==> config.mk <==
export PLATFORM = sky130hd
export DESIGN_NAME = soak_program_and_output_select
export DESIGN_NICKNAME = d
export VERILOG_FILES = /design/src/rtl/soak_prog_pkg.sv /design/src/rtl/soak_program_and_output_select.sv
export SDC_FILE = /design/constraint.sdc
export NUM_CORES = 1
export LEC_CHECK = 0
export BUFFER_PORTS_ARGS = -buffer_cell sky130_fd_sc_hd__clkbuf_2
export CAP_MARGIN = 10
export CORE_ASPECT_RATIO = 1.25
export CORE_MARGIN = 8
export CORE_UTILIZATION = 30
export CTS_BUF_LIST = sky130_fd_sc_hd__clkbuf_16
export CTS_CLUSTER_DIAMETER = 200
export CTS_CLUSTER_SIZE = 24
export DETAILED_ROUTE_END_ITERATION = 6
export PLACE_DENSITY_LB_ADDON = 0.08
export SLEW_MARGIN = 20
export SYNTH_ARGS = -nofsm -noshare
export SYNTH_HDL_FRONTEND = slang
export SYNTH_SLANG_ARGS = --single-unit
==> constraint.sdc <==
create_clock -name CORE_CLK -period 7.2 [get_ports CORE_CLK]
set_input_delay 1.44 -clock CORE_CLK [delete_from_list [all_inputs] [get_ports CORE_CLK]]
set_output_delay 1.44 -clock CORE_CLK [all_outputs]
set_load 0.05 [all_outputs]
==> src/rtl/soak_prog_pkg.sv <==
// constants, field positions, reset values and types for the soak program and output select block
// assumes a 100 MHz core clock and 32-bit APB register access
package soak_prog_pkg;

    localparam int CLK_PERIOD_NS = 10;
    localparam int HALF_SEC_NS = 500_000_000;
    localparam int HALF_SEC_CYCLES = HALF_SEC_NS / CLK_PERIOD_NS;
    localparam int HALVES_PER_MIN = 120;
    localparam int HALVES_PER_HOUR = 7200;

    localparam logic [7:0] OFS_CMD = 8'h00;
    localparam logic [7:0] OFS_CFG = 8'h04;
    localparam logic [7:0] OFS_SOAK = 8'h08;
    localparam logic [7:0] OFS_BAND = 8'h0c;
    localparam logic [7:0] OFS_SETPOINT = 8'h10;
    localparam logic [7:0] OFS_LIMIT = 8'h14;
    localparam logic [7:0] OFS_MANUAL = 8'h18;
    localparam logic [7:0] OFS_AT_STOP = 8'h1c;
    localparam logic [7:0] OFS_AT_ERROR = 8'h20;
    localparam logic [7:0] OFS_STATUS = 8'h24;
    localparam logic [7:0] OFS_ELAPSED = 8'h28;

    localparam int CMD_START = 0;
    localparam int CMD_RESET = 1;
    localparam int CMD_RUN = 2;
    localparam int CMD_STOP = 3;

    localparam int CFG_PAT_LO = 0;
    localparam int CFG_PAT_HI = 1;
    localparam int CFG_UNIT_HOUR = 2;
    localparam int CFG_MANUAL = 3;
    localparam int CFG_HEAT_COOL = 4;
    localparam int CFG_MAN_LIMIT = 5;
    localparam int CFG_STOP_ADD = 6;
    localparam int CFG_EVT_START = 7;

    localparam logic [1:0] PAT_OFF = 2'h0;
    localparam logic [1:0] PAT_STOP = 2'h1;
    localparam logic [1:0] PAT_CONTINUE = 2'h2;

    localparam logic [13:0] SOAK_MIN = 14'h0001;
    localparam logic [13:0] SOAK_MAX = 14'h270f;
    localparam logic [15:0] RST_BAND = 16'h0000;
    localparam logic [15:0] RST_SETPOINT = 16'h0000;
    localparam logic [15:0] RST_LIM_HI = 16'h041a;
    localparam logic [15:0] RST_LIM_LO = 16'hffce;
    localparam logic [15:0] RST_AT_STOP = 16'h0000;
    localparam logic [15:0] RST_AT_ERROR = 16'h0000;
    localparam logic [15:0] DRV_STD_LO = 16'hffce;
    localparam logic [15:0] DRV_HC_LO = 16'hfbe6;
    localparam logic [15:0] DRV_HI = 16'h041a;

    typedef enum logic {PROG_RESET, PROG_STARTED} prog_state_t;

endpackage : soak_prog_pkg

==> src/rtl/soak_program_and_output_select.sv <==
// soak program sequencer with run/stop forcing, plus output drive selection and limiting
// assumes synchronous inputs on CORE_CLK, an APB master, drive values signed in tenths of a percent
`timescale 1ns/1ps
module soak_program_and_output_select
    import soak_prog_pkg::*;
#(
    parameter int HALF_SEC_COUNT = HALF_SEC_CYCLES
) (
    input wire logic CORE_CLK,
    input wire logic RST,
    input wire logic PSEL,
    input wire logic PENABLE,
    input wire logic PWRITE,
    input wire logic [7:0] PADDR,
    input wire logic [31:0] PWDATA,
    output logic [31:0] PRDATA,
    output logic PREADY,
    output logic PSLVERR,
    input wire logic [15:0] MEASURED_PROCESS_VALUE,
    input wire logic INPUT_ERROR,
    input wire logic [15:0] CALC_DRIVE_LEVEL,
    input wire logic EVENT_START,
    output logic [15:0] OUTPUT_DRIVE_LEVEL,
    output logic [15:0] HEAT_DRIVE,
    output logic [15:0] COOL_DRIVE,
    output logic RUN,
    output logic PROGRAM_END,
    output logic END_BLINK
);

    if (HALF_SEC_COUNT < 2) begin : g_bad_count
        $error("HALF_SEC_COUNT must be at least 2");
    end
    // the halves counter is 13 bits wide, enough for the hour unit and no more
    if (HALVES_PER_HOUR > 8191 || HALVES_PER_MIN < 1) begin : g_bad_unit
        $error("unit length does not fit the halves counter");
    end
    if (SOAK_MIN == 14'h0000 || SOAK_MAX < SOAK_MIN) begin : g_bad_soak
        $error("soak range must start at one and not be empty");
    end
    // a crossed reset pair would make the clamp give one of the two limits for every input, never the input itself
    if ($signed(RST_LIM_LO) > $signed(RST_LIM_HI)) begin : g_bad_limits
        $error("reset limits are crossed");
    end

    typedef struct packed {
        prog_state_t prog;
        logic run;
        logic done;
        logic blink;
        logic evt_q1;
        logic evt_q2;
        logic [31:0] div;
        logic [12:0] halves;
        logic [13:0] elapsed;
        logic [1:0] pattern;
        logic unit_hour;
        logic manual;
        logic heat_cool;
        logic man_limit;
        logic stop_add;
        logic evt_start;
        logic [13:0] soak;
        logic [15:0] band;
        logic signed [15:0] setpoint;
        logic signed [15:0] lim_hi;
        logic signed [15:0] lim_lo;
        logic signed [15:0] drv_man;
        logic signed [15:0] drv_stop;
        logic signed [15:0] drv_err;
        logic signed [15:0] drv_out;
        logic [15:0] heat;
        logic [15:0] cool;
        logic [31:0] prdata;
        logic pready;
        logic pslverr;
    } state_t;

    state_t s;
    state_t n;

    function automatic logic signed [15:0] clamp(
        input logic signed [15:0] v,
        input logic signed [15:0] lo,
        input logic signed [15:0] hi
    );
        logic signed [15:0] r;
        r = v;
        if (v > hi) begin
            r = hi;
        end
        if (v < lo) begin
            r = lo;
        end
        return r;
    endfunction : clamp

    function automatic logic is_mapped(input logic [7:0] a);
        return a == OFS_CMD || a == OFS_CFG || a == OFS_SOAK || a == OFS_BAND ||
               a == OFS_SETPOINT || a == OFS_LIMIT || a == OFS_MANUAL ||
               a == OFS_AT_STOP || a == OFS_AT_ERROR || a == OFS_STATUS ||
               a == OFS_ELAPSED;
    endfunction : is_mapped

    // a command bit acts only at the edge where its write completes
    function automatic logic cmd_key(
        input logic w,
        input logic [7:0] a,
        input logic [31:0] d,
        input int pos
    );
        return w && a == OFS_CMD && d[pos];
    endfunction : cmd_key

    // at-stop and at-error share one accepted range, reaching further down in heating/cooling
    function automatic logic drive_ok(input logic signed [15:0] v, input logic hc);
        logic signed [15:0] lo;
        lo = hc ? $signed(DRV_HC_LO) : $signed(DRV_STD_LO);
        return v >= lo && v <= $signed(DRV_HI);
    endfunction : drive_ok

    // distance is one bit wider so opposite full-scale values cannot wrap
    function automatic logic within_band(
        input logic signed [15:0] sp,
        input logic signed [15:0] meas,
        input logic [15:0] band
    );
        logic signed [16:0] d;
        logic [16:0] m;
        d = {sp[15], sp} - {meas[15], meas};
        m = d[16] ? 17'(-d) : 17'(d);
        return band == 16'h0000 || m <= {1'b0, band};
    endfunction : within_band

    function automatic state_t reset_state();
        state_t r;
        r = '0;
        r.prog = PROG_RESET;
        r.pattern = PAT_OFF;
        r.soak = SOAK_MIN;
        r.band = RST_BAND;
        r.setpoint = RST_SETPOINT;
        r.lim_hi = RST_LIM_HI;
        r.lim_lo = RST_LIM_LO;
        r.drv_stop = RST_AT_STOP;
        r.drv_err = RST_AT_ERROR;
        return r;
    endfunction : reset_state

    logic acc;
    logic wr;
    logic key_start;
    logic key_reset;
    logic key_run;
    logic key_stop;
    logic ev_rise;
    logic ev_fall;
    logic start_req;
    logic reset_req;
    logic tick;
    logic answer;
    logic in_band;
    logic [12:0] unit_halves;
    logic [13:0] elapsed_inc;
    logic unit_done;
    logic soak_due;
    logic signed [15:0] wval;
    logic signed [15:0] calc_lim;
    logic signed [15:0] man_val;
    logic signed [15:0] sel;
    logic [31:0] rdata;

    always_comb begin
        n = s;
        acc = PSEL & PENABLE;
        wr = acc & s.pready & PWRITE;
        wval = $signed(PWDATA[15:0]);
        answer = acc & ~s.pready;
        rdata = 32'h0000_0000;
        unique case (PADDR)
            OFS_CFG: rdata = {24'h00_0000, s.evt_start, s.stop_add, s.man_limit, s.heat_cool,
                              s.manual, s.unit_hour, s.pattern};
            OFS_SOAK: rdata = {18'h0_0000, s.soak};
            OFS_BAND: rdata = {16'h0000, s.band};
            OFS_SETPOINT: rdata = {16'h0000, s.setpoint};
            OFS_LIMIT: rdata = {s.lim_lo, s.lim_hi};
            OFS_MANUAL: rdata = {16'h0000, s.drv_man};
            OFS_AT_STOP: rdata = {16'h0000, s.drv_stop};
            OFS_AT_ERROR: rdata = {16'h0000, s.drv_err};
            OFS_STATUS: rdata = {27'h000_0000, s.blink, in_band, s.done, s.run, s.prog == PROG_STARTED};
            OFS_ELAPSED: rdata = {18'h0_0000, s.elapsed};
            default: rdata = 32'h0000_0000;
        endcase
        // one wait state: answer in the second access cycle, data and error held with it
        n.pready = answer;
        n.pslverr = answer & ~is_mapped(PADDR);
        if (answer) begin
            n.prdata = rdata;
        end

        // event input owns program start and reset once assigned; start and reset keys are then ignored, run and stop keys still act
        n.evt_q1 = EVENT_START;
        n.evt_q2 = s.evt_q1;
        ev_rise = s.evt_start & s.evt_q1 & ~s.evt_q2;
        ev_fall = s.evt_start & ~s.evt_q1 & s.evt_q2;
        key_start = cmd_key(wr, PADDR, PWDATA, CMD_START) & ~s.evt_start;
        key_reset = cmd_key(wr, PADDR, PWDATA, CMD_RESET) & ~s.evt_start;
        key_run = cmd_key(wr, PADDR, PWDATA, CMD_RUN);
        key_stop = cmd_key(wr, PADDR, PWDATA, CMD_STOP);
        start_req = (key_start | ev_rise) & s.pattern != PAT_OFF & s.prog == PROG_RESET;
        reset_req = (key_reset | ev_fall | s.pattern == PAT_OFF) & s.prog == PROG_STARTED;

        if (wr) begin
            unique case (PADDR)
                OFS_CFG: begin
                    n.pattern = PWDATA[CFG_PAT_HI:CFG_PAT_LO] == 2'h3 ? s.pattern : PWDATA[CFG_PAT_HI:CFG_PAT_LO];
                    n.unit_hour = PWDATA[CFG_UNIT_HOUR];
                    n.manual = PWDATA[CFG_MANUAL];
                    n.heat_cool = PWDATA[CFG_HEAT_COOL];
                    n.man_limit = PWDATA[CFG_MAN_LIMIT];
                    n.stop_add = PWDATA[CFG_STOP_ADD];
                    n.evt_start = PWDATA[CFG_EVT_START];
                end
                OFS_SOAK: begin
                    if (PWDATA[13:0] >= SOAK_MIN && PWDATA[13:0] <= SOAK_MAX && PWDATA[31:14] == 18'h0_0000) begin
                        n.soak = PWDATA[13:0];
                    end
                end
                OFS_BAND: n.band = PWDATA[15:0];
                OFS_SETPOINT: n.setpoint = wval;
                OFS_LIMIT: begin
                    n.lim_hi = wval;
                    n.lim_lo = $signed(PWDATA[31:16]);
                end
                OFS_MANUAL: n.drv_man = wval;
                OFS_AT_STOP: begin
                    if (drive_ok(wval, s.heat_cool)) begin
                        n.drv_stop = wval;
                    end
                end
                OFS_AT_ERROR: begin
                    if (drive_ok(wval, s.heat_cool)) begin
                        n.drv_err = wval;
                    end
                end
                default: begin
                end
            endcase
        end

        // half-second time base; minutes and hours are counted in halves to stay under 32 bits
        tick = s.div == 32'(HALF_SEC_COUNT - 1);
        n.div = tick ? 32'h0000_0000 : s.div + 32'h0000_0001;

        in_band = within_band(s.setpoint, $signed(MEASURED_PROCESS_VALUE), s.band);
        unit_halves = s.unit_hour ? 13'(HALVES_PER_HOUR) : 13'(HALVES_PER_MIN);
        elapsed_inc = s.elapsed + 14'h0001;
        unit_done = s.halves + 13'h0001 >= unit_halves;
        soak_due = elapsed_inc >= s.soak;

        if (key_run) begin
            n.run = 1'b1;
        end
        if (key_stop) begin
            n.run = 1'b0;
        end

        // soak counts regardless of run/stop, only the band gates it
        if (s.prog == PROG_STARTED && !s.done && in_band && tick) begin
            if (unit_done) begin
                n.halves = 13'h0000;
                n.elapsed = elapsed_inc;
                if (soak_due) begin
                    n.done = 1'b1;
                    if (s.pattern == PAT_STOP) begin
                        n.run = 1'b0;
                    end
                end
            end else begin
                n.halves = s.halves + 13'h0001;
            end
        end

        if (s.done) begin
            n.blink = tick ? ~s.blink : s.blink;
        end

        // start and reset are applied last so they win over keys and completion in the same cycle, except that a reset after program end leaves run to the keys
        if (start_req) begin
            n.prog = PROG_STARTED;
            n.run = 1'b1;
            n.elapsed = 14'h0000;
            n.halves = 13'h0000;
            n.done = 1'b0;
            n.blink = 1'b0;
        end else if (reset_req) begin
            n.prog = PROG_RESET;
            if (!s.done) begin
                n.run = 1'b0;
            end
            n.done = 1'b0;
            n.blink = 1'b0;
        end

        calc_lim = clamp($signed(CALC_DRIVE_LEVEL), s.lim_lo, s.lim_hi);
        man_val = s.man_limit ? clamp(s.drv_man, s.lim_lo, s.lim_hi) : s.drv_man;
        // a stop or error value only acts once the addition setting is on; otherwise zero drive
        if (s.manual) begin
            sel = man_val;
        end else if (!s.run) begin
            sel = s.stop_add ? s.drv_stop : 16'sh0000;
        end else if (INPUT_ERROR) begin
            sel = s.stop_add ? s.drv_err : 16'sh0000;
        end else begin
            sel = calc_lim;
        end
        n.drv_out = sel;
        // standard control never drives the cooling side
        n.heat = 16'h0000;
        n.cool = 16'h0000;
        if (sel > 16'sh0000) begin
            n.heat = 16'(sel);
        end
        if (s.heat_cool && sel < 16'sh0000) begin
            n.cool = 16'(-sel);
        end
    end

    always_ff @(posedge CORE_CLK) begin
        if (RST) begin
            s <= reset_state();
        end else begin
            s <= n;
        end
    end

    assign PRDATA = s.prdata;
    assign PREADY = s.pready;
    assign PSLVERR = s.pslverr;
    assign OUTPUT_DRIVE_LEVEL = s.drv_out;
    assign HEAT_DRIVE = s.heat;
    assign COOL_DRIVE = s.cool;
    assign RUN = s.run;
    assign PROGRAM_END = s.done;
    assign END_BLINK = s.blink;

endmodule : soak_program_and_output_select

==> summary.md <==
| Metric | Value |
|---|---|
| Cell count after synthesis | `2197` |
| Routed Antenna Nets | `0` |
| Syn_nets | `2399` |
| Drt drc | `7` |
| Crit path kind | `input port to register` |
| PortBufs | `163` |
| Die Height | `285 µm` |
| Max-slew violations | `0` |
| Mapped Area | `17400 µm²` |
| Iteration-0 DRC Markers | `1192` |
| Commonest non-fill, non-tap cell in the layout | `dfxtp_1` |
| FF+latch count, synth | `281` |
| Max stage delay on crit path | `0.41 ns` |
| Largest net degree at the start of global routing | `91` |
| Largest family of logic cells by synthesized area | `simple AND/OR/NAND/NOR gates` |
| Die area | `66000 µm²` |
| Final Cycle Share | `83.6%` |
| Mux contribution to synthesized area | `3.45%` |
| Die width | `231 µm` |
| Root Driver | `clkbuf_16` |
| Fin nets | `2413` |
| Clock Skews | `0.0257 ns` |
| Placement Rows | `98` |
| Initial antenna violation count | `0` |
| Layout area overhead | `7.78%` |
| Critical Path Start | `MEASURED_PROCESS_VALUE[0]` |
| Setup TNS | `0 ns` |
| Met1 Wirelength | `27.4 mm` |
| Share of the synthesized area in the top cell type | `32.3%` |
| First-pass DRT Iterations | `7` |
| Most used cell, CP | `a21oi_1` |
| Pleak | `0.00733 µW` |
| Number of buffers created by CTS | `15` |
| Total track usage | `20.2%` |
| CP Max Fanout | `27` |
| Sequential element share of the synthesized area | `32.3%` |
| Post-CTS Setup Inserts | `0` |
| Most used flip-flop cell after synthesis | `dfxtp_1` |
| Max Fclk | `166 MHz` |
| Initial Utilization | `30.4%` |
| Xor/xnor cell area share of the yosys netlist | `4.02%` |
| R2r setup slk | `1.60 ns` |
| Crit path to | `s[220]$_SDFFE_PP0P_` |
| Syn_area_per_cell | `7.92 µm²` |
| Asr flop ratio synth | `0%` |
| Highest metal layer with signal wires | `met4` |
| Violated checks | `DRC` |
| Slew headroom | `22.6%` |
| Max-cap viol count | `0` |
| Minimum clock period | `6.02 ns` |
| PD cells | `145 nW/µm²` |
| Number of flops mapped to enable cells by yosys | `0` |
| Worst min path class | `register to register` |
| Slew @ Worst Pin | `1.15 ns` |
| Vias in the first global route | `15851` |
| I/O Pins | `164` |
| RSZ-0062 raised after global routing | `no` |
| Post-synthesis adder-cell area fraction | `8.88%` |
| Post-DR wirelength/cell | `23.5 µm` |
| Outcome | `complete, but fails checks` |
| Setup Viol. Count Final | `0` |
| Most frequent cells in the layout | `281 x dfxtp_1, 263 x nand2_1, 235 x nor2_1` |
| Worst setup EP type | `register` |
| CTS tree | `yes` |
| Synth Area in Compound Gates | `19.5%` |
| Synth area leaders | `dfxtp_1 32%, ha_1 8.8%, nand2_1 5.7%` |
| Worst hold slack | `0.471 ns` |
| Crit-path slowest cell | `or4_1` |
| Worst path required time | `7.66 ns` |
| Cts hold-fix bufs | `0` |
| Via density per instance | `5.40` |
| First-pass GRT wire length | `103 mm` |
| Clock-pin slew on the worst setup and hold paths | `0.10 ns` |
| PostCTS Resize Cnt | `0` |
| Total gr overflow | `0` |
| WL met2 | `36.4 mm` |
| R2R depth | `25` |
| Fraction of layout cells with a size suffix above 1 | `11.6%` |
| Critical Path AT | `6.48 ns` |
| Clk buf depth | `3` |
| DP HPWL | `54.1 mm` |
| Total number of vias | `15984` |
| Clock Latency Late Sink | `0.53 ns` |
| Metal3 WL | `2.61 mm` |
| Routability cong. | `0.954` |
| Post-synthesis simple-gate area fraction | `22.9%` |
| Diode count | `0` |
| Synth warn | `0` |
| Fin. Hold Viols | `0` |
| Clock Sinks | `281` |
| Core Footprint | `57300 µm²` |
| Final WL | `69.6 mm` |
| Worst Setup Start Kind | `input port` |
| RR Startpoint | `s[162]$_SDFFE_PP0P_` |
| Yosys top cell by area | `dfxtp_1` |
| Hold Path Depth | `1` |
| H-tree Lvls | `1` |
| VDD IR max | `0.185 mV` |
| Netlist cell types | `93` |
| Worst reg2reg path endpoint | `s[220]$_SDFFE_PP0P_` |
[worst min-delay path by stage]
stage	from	to	slack, ns
finish	n[275]$_SDFF_PP0_	s[275]$_SDFF_PP0_	0.47
global route	n[275]$_SDFF_PP0_	s[275]$_SDFF_PP0_	0.49
CTS	n[275]$_SDFF_PP0_	s[275]$_SDFF_PP0_	0.47
detailed placement	n[275]$_SDFF_PP0_	s[275]$_SDFF_PP0_	0.46
global placement	n[275]$_SDFF_PP0_	s[275]$_SDFF_PP0_	0.46
floorplan	n[275]$_SDFF_PP0_	s[275]$_SDFF_PP0_	0.44
[cell families after synthesis]
logic type	count (synthesis)
AOI/OAI and AO/OA	502
and+or+nand+nor	830
other	1
buffers and inverters	321
adders and majority gates	123
xor gates and xnor gates	80
muxes	59
DFF	281
[cells in the mapped netlist, drive strengths merged (28+ instances only)]
cell type,instances
dfxtp,281
nand2,264
nor2,239
a21oi,193
ha,122
inv,122
clkbuf,102
buf,97
nand3,68
mux2i,54
o21ai,49
xor2,47
nor3,36
nand4,35
a222oi,33
xnor2,33
a22oi,28
and3,28
[layout make-up]
type                       count  area (µm²)
fill                        6168       38500
multi-input combinational   1595       10300
sequential                   281        5630
timing repair buffer         196        1070
tap                          750         938
inverter                     122         458
clock buffer                  15         375
clock inverter                 2        17.5
[worst max-delay path: cells and delay by family]
family,cells,cell delay (ns)
AO/OA/AOI/OAI,16,2.93
adder cells (fa/ha/maj),3,0.90
AND/OR/NAND/NOR,2,0.54
buffers and inverters,3,0.51
XOR/XNOR,1,0.15
[power breakdown]
group          internal, µW  switching, µW
clock network           383            553
registers              1560           2.20
logic                  75.5            153
[flip-flops by register name (all words and copies together), names as in the netlist, 16 cells and up]
name / flops
PRDATA: 32
HEAT_DRIVE: 16
s: 195
OUTPUT_DRIVE_LEVEL: 16
COOL_DRIVE: 16
[metrics by stage]
stage	setup WS [ns]	power, µW	instances	util, %	instance area (µm²)
after floorplan	0.947	1730	2197	-	17400
after global placement	0.723	1820	2944	32.1	18400
after detailed placement	0.659	1820	2944	32.1	18400
after CTS	1.21	2760	2961	32.8	18800
after global routing	0.611	2830	2961	32.8	18800
final	1.18	2720	2961	32.8	18800
[routing by layer]
layer / vias to the layer above / track usage, %
li1: 7769 / -
met1: 7711 / 22.5
met2: 404 / 38.4
met3: 100 / 1.83
met4: 0 / 8.69
met5: - / 0
No activity file was read; power rests on OpenSTA's default activity.
